[config.mk]
export PLATFORM = sky130hd
export DESIGN_NAME = sarseq_core
export DESIGN_NICKNAME = d
export VERILOG_FILES = /design/src/hdl/sarseq_pkg.sv /design/src/hdl/sarseq_core.sv
export SDC_FILE = /design/constraint.sdc
export NUM_CORES = 1
export LEC_CHECK = 0
export BUFFER_PORTS_ARGS = -buffer_cell sky130_fd_sc_hd__buf_4
export CAP_MARGIN = 10
export CORE_AREA = 4 4 50 85
export CTS_BUF_LIST = sky130_fd_sc_hd__clkbuf_4 sky130_fd_sc_hd__clkbuf_8
export CTS_CLUSTER_SIZE = 40
export DETAILED_ROUTE_END_ITERATION = 10
export DIE_AREA = 0 0 54 89
export PLACE_DENSITY = 0.84
export SYNTH_ARGS = -nofsm -noshare
export SYNTH_HDL_FRONTEND = slang
export SYNTH_SLANG_ARGS = --single-unit
[constraint.sdc]
create_clock -name i_clock -period 3.3 [get_ports i_clock]
set_input_delay 0.495 -clock i_clock [delete_from_list [all_inputs] [get_ports i_clock]]
set_output_delay 0.495 -clock i_clock [all_outputs]
set_load 0.02 [all_outputs]
[src/hdl/sarseq_pkg.sv]
package sarseq_pkg;
  // ===========================================================================
  // Widths and codes
  localparam int SARSEQ_BITS = 10;
  localparam int SARSEQ_CHANNELS = 8;
  localparam int SARSEQ_CH_W = 3;
  localparam logic [9:0] SARSEQ_MSB_ONLY = 10'h200;
  localparam logic [9:0] SARSEQ_CLEAR = 10'h000;
  localparam logic [9:0] SARSEQ_FULL_SCALE = 10'h3FF;
  localparam logic [3:0] SARSEQ_TOP_BIT = 4'h9;
  localparam logic [3:0] SARSEQ_BIT_ZERO = 4'h0;
  localparam logic [2:0] SARSEQ_CH_ZERO = 3'h0;
  // Ten bits at three clocks each: set, synchronise, resolve.
  localparam logic [4:0] SARSEQ_TRIAL_CYCLES = 5'h1E;

  typedef enum logic [1:0] {
    SARSEQ_IDLE = 2'b00,
    SARSEQ_TRIAL = 2'b01,
    SARSEQ_STORE = 2'b11
  } sarseq_state_e;
endpackage

[src/hdl/sarseq_core.sv]
`timescale 1ns/1ps
`default_nettype none
// Summary of operation
// - Trigger loads approximation register with only bit 9 set, then compares.
// - Keep the trial bit when reference is below input, else clear it.
// - After bit 9, set bit 8, compare, keep or clear it.
// - Repeat trial-and-compare from bit 7 down to bit 0, one per step.
// - After bit 0, copy the register into the channel's result register.
// - Reference generator is driven from the current approximation register value.
// - Eight-bit mode reports the upper eight bits of the 10-bit register.
// - Input between reference and analog supply yields all-ones code.
// - When all selected channels are done, raise done flag, drop start, stop.
module sarseq_core (
  input wire logic i_clock,
  input wire logic i_rst_n,
  input wire logic i_sync_reset,
  input wire logic i_trigger,
  input wire logic [sarseq_pkg::SARSEQ_CH_W-1:0] i_last_channel,
  input wire logic i_eight_bit_mode,
  input wire logic i_ref_below_input,
  output logic [sarseq_pkg::SARSEQ_BITS-1:0] o_reference_code,
  output logic o_busy,
  output logic o_start_flag,
  output logic o_done_irq,
  output logic o_result_write,
  output logic [sarseq_pkg::SARSEQ_CH_W-1:0] o_result_channel,
  output logic [sarseq_pkg::SARSEQ_BITS-1:0] o_result_data
);
  import sarseq_pkg::*;

  // ===========================================================================
  // Comparator input synchroniser
  // The comparator is analog and asynchronous, so it passes two flops first.
  logic cmp_meta;
  logic cmp_sync;
  always_ff @(posedge i_clock or negedge i_rst_n) begin
    if (!i_rst_n) begin
      cmp_meta <= 1'b0;
      cmp_sync <= 1'b0;
    end else begin
      cmp_meta <= i_ref_below_input;
      cmp_sync <= cmp_meta;
    end
  end

  // ===========================================================================
  // Sequencer
  // Each bit waits for the synchronised comparator, so a trial is three clocks:
  // set the bit, let the decision pass the synchroniser, then resolve it.
  sarseq_state_e state, next_state;
  logic [9:0] sar, next_sar;
  logic [3:0] bit_idx, next_bit_idx;
  logic [1:0] settle, next_settle;
  logic [2:0] channel, next_channel;
  logic busy, next_busy;
  logic start_flag, next_start_flag;
  logic done_irq, next_done_irq;
  logic result_write, next_result_write;
  logic [2:0] result_channel, next_result_channel;
  logic [9:0] result_data, next_result_data;

  always_comb begin
    next_state = state;
    next_sar = sar;
    next_bit_idx = bit_idx;
    next_settle = settle;
    next_channel = channel;
    next_busy = busy;
    next_start_flag = start_flag;
    next_done_irq = 1'b0;
    next_result_write = 1'b0;
    next_result_channel = result_channel;
    next_result_data = result_data;
    if (i_sync_reset) begin
      next_state = SARSEQ_IDLE;
      next_sar = SARSEQ_CLEAR;
      next_busy = 1'b0;
      next_start_flag = 1'b0;
      next_channel = SARSEQ_CH_ZERO;
    end else begin
      unique case (state)
        SARSEQ_IDLE: begin
          if (i_trigger) begin
            next_sar = SARSEQ_MSB_ONLY;
            next_bit_idx = SARSEQ_TOP_BIT;
            next_settle = 2'd0;
            next_channel = SARSEQ_CH_ZERO;
            next_busy = 1'b1;
            next_start_flag = 1'b1;
            next_state = SARSEQ_TRIAL;
          end
        end
        SARSEQ_TRIAL: begin
          if (settle != 2'd2) begin
            next_settle = settle + 2'd1;
          end else begin
            next_settle = 2'd0;
            // A high input (up to the analog supply) keeps every bit: all ones.
            next_sar[bit_idx] = cmp_sync;
            if (bit_idx == SARSEQ_BIT_ZERO) begin
              next_state = SARSEQ_STORE;
            end else begin
              next_sar[bit_idx - 4'd1] = 1'b1;
              next_bit_idx = bit_idx - 4'd1;
            end
          end
        end
        SARSEQ_STORE: begin
          next_result_write = 1'b1;
          next_result_channel = channel;
          if (i_eight_bit_mode) begin
            next_result_data = {2'b00, sar[9:2]};
          end else begin
            next_result_data = sar;
          end
          if (channel == i_last_channel) begin
            next_done_irq = 1'b1;
            next_start_flag = 1'b0;
            next_busy = 1'b0;
            next_state = SARSEQ_IDLE;
          end else begin
            next_channel = channel + 3'd1;
            next_sar = SARSEQ_MSB_ONLY;
            next_bit_idx = SARSEQ_TOP_BIT;
            next_state = SARSEQ_TRIAL;
          end
        end
        default: begin
          next_state = SARSEQ_IDLE;
        end
      endcase
    end
  end

  always_ff @(posedge i_clock or negedge i_rst_n) begin
    if (!i_rst_n) begin
      state <= SARSEQ_IDLE;
      sar <= SARSEQ_CLEAR;
      bit_idx <= SARSEQ_TOP_BIT;
      settle <= 2'd0;
      channel <= SARSEQ_CH_ZERO;
      busy <= 1'b0;
      start_flag <= 1'b0;
      done_irq <= 1'b0;
      result_write <= 1'b0;
      result_channel <= SARSEQ_CH_ZERO;
      result_data <= SARSEQ_CLEAR;
    end else begin
      state <= next_state;
      sar <= next_sar;
      bit_idx <= next_bit_idx;
      settle <= next_settle;
      channel <= next_channel;
      busy <= next_busy;
      start_flag <= next_start_flag;
      done_irq <= next_done_irq;
      result_write <= next_result_write;
      result_channel <= next_result_channel;
      result_data <= next_result_data;
    end
  end

  assign o_reference_code = sar;
  assign o_busy = busy;
  assign o_start_flag = start_flag;
  assign o_done_irq = done_irq;
  assign o_result_write = result_write;
  assign o_result_channel = result_channel;
  assign o_result_data = result_data;

  // ===========================================================================
  // Trial length monitor
  // A small count of trial cycles keeps the length check free of long repetitions.
  logic [4:0] trial_len, next_trial_len;

  always_comb begin
    next_trial_len = 5'h00;
    if (state == SARSEQ_TRIAL) begin
      next_trial_len = trial_len + 5'h01;
    end
  end

  always_ff @(posedge i_clock or negedge i_rst_n) begin
    if (!i_rst_n) begin
      trial_len <= 5'h00;
    end else begin
      trial_len <= next_trial_len;
    end
  end

  // ===========================================================================
  // Checks
  a_trigger_loads_msb: assert property (@(posedge i_clock) disable iff (!i_rst_n)
    state == SARSEQ_IDLE && i_trigger && !i_sync_reset |=> sar == SARSEQ_MSB_ONLY && busy)
    else $error("trigger did not load mid-scale");
  a_bit_decision: assert property (@(posedge i_clock) disable iff (!i_rst_n)
    state == SARSEQ_TRIAL && settle == 2'd2 && !i_sync_reset
    |=> sar[$past(bit_idx)] == $past(cmp_sync))
    else $error("bit decision does not follow comparator");
  a_next_trial_set: assert property (@(posedge i_clock) disable iff (!i_rst_n)
    state == SARSEQ_TRIAL && settle == 2'd2 && bit_idx != 4'h0 && !i_sync_reset
    |=> bit_idx == $past(bit_idx) - 4'd1 && sar[bit_idx] == 1'b1)
    else $error("next bit not trial-set");
  a_conversion_length: assert property (@(posedge i_clock) disable iff (!i_rst_n)
    state == SARSEQ_STORE |-> trial_len == SARSEQ_TRIAL_CYCLES)
    else $error("conversion length wrong");
  a_busy_span: assert property (@(posedge i_clock) disable iff (!i_rst_n)
    busy == (state != SARSEQ_IDLE) && start_flag == busy)
    else $error("busy span wrong");
  a_store_writes: assert property (@(posedge i_clock) disable iff (!i_rst_n)
    state == SARSEQ_STORE && !i_sync_reset && !i_eight_bit_mode
    |=> result_write && result_data == $past(sar))
    else $error("result not stored");
  a_eight_bit_view: assert property (@(posedge i_clock) disable iff (!i_rst_n)
    state == SARSEQ_STORE && !i_sync_reset && i_eight_bit_mode
    |=> result_data == {2'b00, $past(sar[9:2])})
    else $error("eight-bit result wrong");
  a_done_stops: assert property (@(posedge i_clock) disable iff (!i_rst_n)
    done_irq |-> !start_flag && !busy && state == SARSEQ_IDLE)
    else $error("done without stop");
  a_sync_reset_idle: assert property (@(posedge i_clock) disable iff (!i_rst_n)
    i_sync_reset |=> state == SARSEQ_IDLE && sar == 10'h000 && !busy && !result_write)
    else $error("sync reset did not idle");
endmodule
`default_nettype wire

# Word-level counts from Yosys, hierarchy flattened
# Cells that the tools add are included.
dict set report word_totals {
  register_bits 39
  in_bits 9
  output_inout_bits 27
  wordCells 88
}
dict set report op_classes {
  n_addsub 3
  magnitude_cmp 4
  eq_ne 13
  mux 39
  bitwise 2
  n_reduce_logical 15
}
# operator n
set op_table {}
lappend op_table {{10-bit two-way mux} 6}
lappend op_table {{10-bit case mux with 3 select lines} 1}
lappend op_table {{4-bit two-way mux} 4}
lappend op_table {{3-bit inequality test, second input constant} 5}
lappend op_table {{2-bit two-way mux} 6}
lappend op_table {{4-bit case mux with 3 select lines} 1}
lappend op_table {{3-bit AND reduction} 4}
lappend op_table {{1-bit two-way mux} 11}
lappend op_table {{10-bit bitwise mux} 1}
lappend op_table {{4-bit by 5-bit less-than comparator with 1-bit output, second input constant} 2}
lappend op_table {{2-bit inequality test, second input constant} 5}
lappend op_table {{10-bit OR} 1}
lappend op_table {{3-bit two-way mux} 3}
lappend op_table {{1-bit demux with 4-bit select} 2}
lappend op_table {{4-bit by 1-bit greater-or-equal comparator with 1-bit output, second input constant} 2}
lappend op_table {{2-bit case mux with 3 select lines} 1}
lappend op_table {{3-bit case mux with 2 select lines} 1}
lappend op_table {{6-bit AND reduction} 1}
lappend op_table {{3-bit nonzero test} 2}
lappend op_table {{4-bit zero test} 1}
lappend op_table {{2-bit case mux with 2 select lines} 1}
lappend op_table {{4-bit AND reduction} 1}
lappend op_table {{4-bit nonzero test} 1}
lappend op_table {{4-bit by 1-bit subtractor with 4-bit output, second input constant} 1}
lappend op_table {{other kinds (11)} 12}

# Longest topological paths before layout
dict set report logic_depth {
  ltp_word 10
  mapped_depth 8
  ltp_nobuf 7
}

# Worst setup path before layout
# OpenSTA, ideal clock, no wires.
dict set report synth_timing {
  path_kind {register to register}
  from {register bit_idx[1]}
  to {register bit_idx[1]}
  setup_ps 125
  t_arrival_ps 1686
  t_required_ps 3175
  slack_ps 1490
  stages_incl_launch_ff 7
  path_buffers 1
  period_less_slack_ps 1810
  path_cell_list {dfrtp_1 > inv_1 > ha_1 > buf_1 > a31oi_1 > a2bb2oi_1 > mux2_2}
}
dict set report synth_via {
  elab_chain_cells 4
  word_cells_on_any_way 7
  cone_classes {add/sub (1); eq/ne (1); mux (3); reduce/logical (2)}
}
# element line
set synth_lines {}
lappend synth_lines {{start: declaration} sarseq_core.sv:52} ;# logic [3:0] bit_idx, next_bit_idx;
lappend synth_lines {{start signal: assignment} sarseq_core.sv:151} ;# bit_idx <= next_bit_idx;
lappend synth_lines {{4-bit by 1-bit subtractor with 4-bit output} sarseq_core.sv:104} ;# next_bit_idx = bit_idx - 4'd1;
lappend synth_lines {{4-bit two-way mux} sarseq_core.sv:100} ;# if (bit_idx == SARSEQ_BIT_ZERO) begin
lappend synth_lines {{4-bit two-way mux} sarseq_core.sv:94} ;# if (settle != 2'd2) begin
lappend synth_lines {{4-bit case mux with 3 select lines} sarseq_core.sv:81} ;# unique case (state)
# Parallel ways exist; a longest one is shown, timed or not. The select of a mux whose other input is x is not followed.
# A chain may end at the register's enable or synchronous reset.

# Worst setup path in the final report
dict set report layout_timing {
  from {register bit_idx[0]}
  to {register sar[1], in the netlist o_reference_code[1]}
}
dict set report layout_via {
  elab_chain_cells 10
  word_cells_on_any_way 18
  cone_classes {add/sub (1); order compare (4); mux (9); bitwise (1); reduce/logical (3)}
}
# element line
set layout_lines {}
lappend layout_lines {{4-bit by 1-bit subtractor with 4-bit output (tied with other cells)} sarseq_core.sv:103} ;# next_sar[bit_idx - 4'd1] = 1'b1;
lappend layout_lines {{4-bit by 5-bit less-than comparator with 1-bit output (implied by the code) (tied with other cells)} sarseq_core.sv:103}
lappend layout_lines {{1-bit logical AND (implied by the code) or 1-bit two-way mux (tied branches)} {sarseq_core.sv:103, sarseq_core.sv:99}}
lappend layout_lines {{1-bit two-way mux (implied by the code) or 1-bit demux with 4-bit select (tied branches)} {sarseq_core.sv:103, sarseq_core.sv:99}}
lappend layout_lines {{1-bit demux with 4-bit select or 10-bit bitwise mux (tied branches)} {sarseq_core.sv:103, sarseq_core.sv:99}}
lappend layout_lines {{10-bit OR (no source line)} n/a}
lappend layout_lines {{10-bit two-way mux *} sarseq_core.sv:100}
lappend layout_lines {{10-bit two-way mux *} sarseq_core.sv:94}
lappend layout_lines {{10-bit case mux with 3 select lines *} sarseq_core.sv:81}
lappend layout_lines {{10-bit two-way mux *} sarseq_core.sv:74} ;# if (i_sync_reset) begin
lappend layout_lines {{end signal: assignment} sarseq_core.sv:150} ;# sar <= next_sar;
lappend layout_lines {{end: declaration} sarseq_core.sv:51} ;# logic [9:0] sar, next_sar;
# Every way passes the cells marked *; elsewhere a longest branch is shown, timed or not. The select of a mux whose other input is x is not followed.

==> results.txt <==
- The run finished with clean final reports.
- Fraction of the core area covered by cells at the end of the flow: 68.7%
- Final RePlAce weighted congestion: 0.878
- Synthesis produced 225 cells.
* Maximum number of pins on one net before global-route repair: 40
- The final critical path takes up 63.2% of the cycle.
- Met1 capacity usage during global routing: 22.3%
- Headroom to the max-slew limit: 66.1%
- The Yosys step of the flow raised 0 warnings.
* Via count of the first global-routing pass: 1687
- The clock reaches the later pin of the worst-skew pair after 0.29 ns.
- From left edge to right edge, the die measures 54 um.
- FF-to-FF setup slack: 1.21 ns
- Final Skew: 0.00501 ns
- Clock sink total: 39
- Post-route ant nets: 0
- Buffers added to address setup during post-CTS repair amount to 0.
* Hold violation count in the final report: 0
- After the last flow step, the layout net total stands at 270.
* Register area share after synthesis: 46.5%
- Mean area per synthesized cell: 9.35 um^2
- Unrepaired setup endpoints after global routing: false
- Avg Vias per Cell: 5.63
- Antenna diode count: 0
* Post-detailed-routing wire length: 4470 um
- The tightest min-delay check is of the input port to asynchronous set/reset pin type.
- Once detailed placement completed, the half-perimeter wirelength came to 3230 um.
- Count of flip-flops with a built-in enable after synthesis: 0
* Final-report setup violation count: 0
* Core area: 3590 um^2
* Buffer depth of the longest clock path: 2
- For the worst setup path, the data required time is 3.50 ns.
- In this run, CTS created clock tree buffers numbering 5.
* Post-synthesis cell area: 2100 um^2
- Max Clk Rate: 479 MHz
- Global routing finished with a remaining overflow of 0.
- The post-route netlist has 21.9% of its cells at a drive strength greater than 1.
- STA classifies the critical path startpoint as a register.
- Worst r2r path cells: 7
- Number of buffers inserted by port buffering: 35
- For the finished layout, the period the worst path requires is 2.09 ns.
* Crit. End Element: register
- For met3 alone, demand over resource in global routing was 4.17%.
- Boundary Pins: 36
- Source of the worst register-to-register timing path: bit_idx[0]
- After detailed routing, the number of remaining DRC violations is 0.
- Adding up every negative setup slack in the final design gives 0 ns.
- Across every metal layer, demand over resource in global routing totals 21.0%.
- The tree is rooted in a sky130_fd_sc_hd__clkbuf_8.
* Die height: 89 um
- The number of nets handed over by synthesis was 240.
* Antenna violations before repair: 0
- For this run, the leading register cell type out of synthesis is sky130_fd_sc_hd__dfrtp_1.
- Row cnt: 29
* Routed via count: 1701
- Kind of critical path: register to register
- Total Die Area: 4810 um^2
- Met2 usage in global routing: 37.6%
- After clock tree synthesis, the repair step resized 0 gates.
* GRT Max-Usage Layer: met2
- Wire length of the first global-routing pass: 7450 um
- The worst register-to-register path ends at o_reference_code[1].
- Data arrives at the worst endpoint at 2.28 ns.
* CTS H-tree depth: 2
* Tightest Pin Transition: 0.508 ns
- Synth async-reset ratio: 100%
- Power spread over the standard cell area amounts to 455 nW/um^2.
- The number of pins with negative max-slew slack in the final report was 0.
* Worst ir drop on vdd: 0.000361 V
- Clock-pin slew was measured on the worst setup and hold paths at 0.07 ns.
* Max-cap check violation count: 0
* Number of iterations in the first detailed-routing pass: 4
- Leakage power: 1.21 nW
* WL per Instance: 14.8 um
- The library cells used most frequently in the layout, excluding fill and tap cells, are 37 x sky130_fd_sc_hd__nand2_1, 37 x sky130_fd_sc_hd__dfrtp_1, 36 x sky130_fd_sc_hd__buf_4.
- Critical Path Fanout Max: 13
- The detailed router finished its first iteration with 47 violations.
* Yosys cell types: 40
- TritonCTS clock tree: done
- Effective utilization at floorplan: 58.6%
* Layout Area Growth over Synthesis: 17.4%
- In this run, post-CTS hold repair placed 0 buffers.
* Seq cells post-synth: 39
## power by group
| group | total [mW] | switching, mW | internal, mW |
|---|---|---|---|
| registers | 0.549 | 0.0440 | 0.505 |
| clock network | 0.355 | 0.156 | 0.199 |
| logic | 0.218 | 0.130 | 0.0879 |
| total | 1.12 | 0.330 | 0.792 |
## metal layers
metal  up-vias  wire, um  share of wire [%]
met2        46      2390                 54
met4         0       119                2.7
met1       811      1750                 39
met5         -         0                  0
met3        14       204                4.6
li1        830         -                  -
## sequential cells by signal, indices dropped and copies added (netlist names), 2 cells and up
signal and flops:
settle 2, bit_idx 4, state 2, o_result_channel 3, o_reference_code 10, o_result_data 10, channel 3
## cell families (layout without fill, tap and decap cells)
family	Yosys count	count (layout)	share of synthesized area [%]
compound gates	50	50	14.8
xor+xnor	4	4	1.67
fa+ha+maj	6	6	3.57
buf+inv	24	55	5.12
flops	39	39	46.5
mux	22	22	11.0
simple gates	80	80	17.4
## worst max-delay path, cell delays in order (launching register included)
cell and delay [ns]:
sky130_fd_sc_hd__dfstp_2 0.58, sky130_fd_sc_hd__inv_1 0.11, sky130_fd_sc_hd__ha_1 0.35, sky130_fd_sc_hd__nor2_1 0.18
sky130_fd_sc_hd__a21oi_1 0.11, sky130_fd_sc_hd__o21ai_0 0.36, sky130_fd_sc_hd__a21oi_1 0.12, sky130_fd_sc_hd__o21ai_0 0.18
## Yosys cell counts (all sizes together) (2+ instances only)
cell type / count / area [um^2]
a21oi: 13 / 65.1
a221o: 4 / 40.0
nand2: 37 / 139
a31oi: 3 / 18.8
nand2b: 3 / 18.8
o31ai: 2 / 15.0
mux2: 9 / 101
ha: 6 / 75.1
nor3: 5 / 25.0
mux2i: 13 / 130
nand3: 7 / 35.0
dfrtp: 37 / 926
o21ai: 21 / 105
xor2: 3 / 26.3
a21o: 2 / 15.0
nor2: 16 / 60.1
buf: 8 / 46.3
inv: 11 / 41.3
nor2b: 4 / 25.0
clkbuf: 5 / 20.0
a2bb2oi: 2 / 17.5
dfstp: 2 / 52.6
## final cells by class
type                    instances  area [um^2]
fillers                       296         1120
inverters                      11         41.3
repair buffers                 36          270
clock buffers                   8          104
well taps                      46         57.6
flip-flops and latches         39          978
multi-input cells             162         1020
## through the flow
step           instances  hold WS (ns)  power [mW]  setup WS [ns]  instance area [um^2]
4_1_cts              302         0.182        1.13           1.23                  2470
3_3_place_gp         294         0.334       0.764           1.32                  2360
5_1_grt              302         0.197        1.19          0.984                  2470
2_1_floorplan        225         0.199       0.716           1.49                  2100
3_5_place_dp         294         0.335       0.772           1.25                  2360
6_report             302         0.168        1.12           1.21                  2470
## worst max-delay path by stage
stage                      start                   to  slack [ns]  cells past startpoint
2_1_floorplan         bit_idx[1]           bit_idx[1]        1.49                      6
3_3_place_gp   i_last_channel[0]           bit_idx[1]        1.32                      5
3_5_place_dp          bit_idx[0]  o_reference_code[1]        1.25                      7
4_1_cts               bit_idx[0]  o_reference_code[1]        1.23                      7
5_1_grt               bit_idx[0]  o_reference_code[3]        0.98                      7
6_report              bit_idx[0]  o_reference_code[1]        1.21                      7
Power figures use the tool's default switching activity.
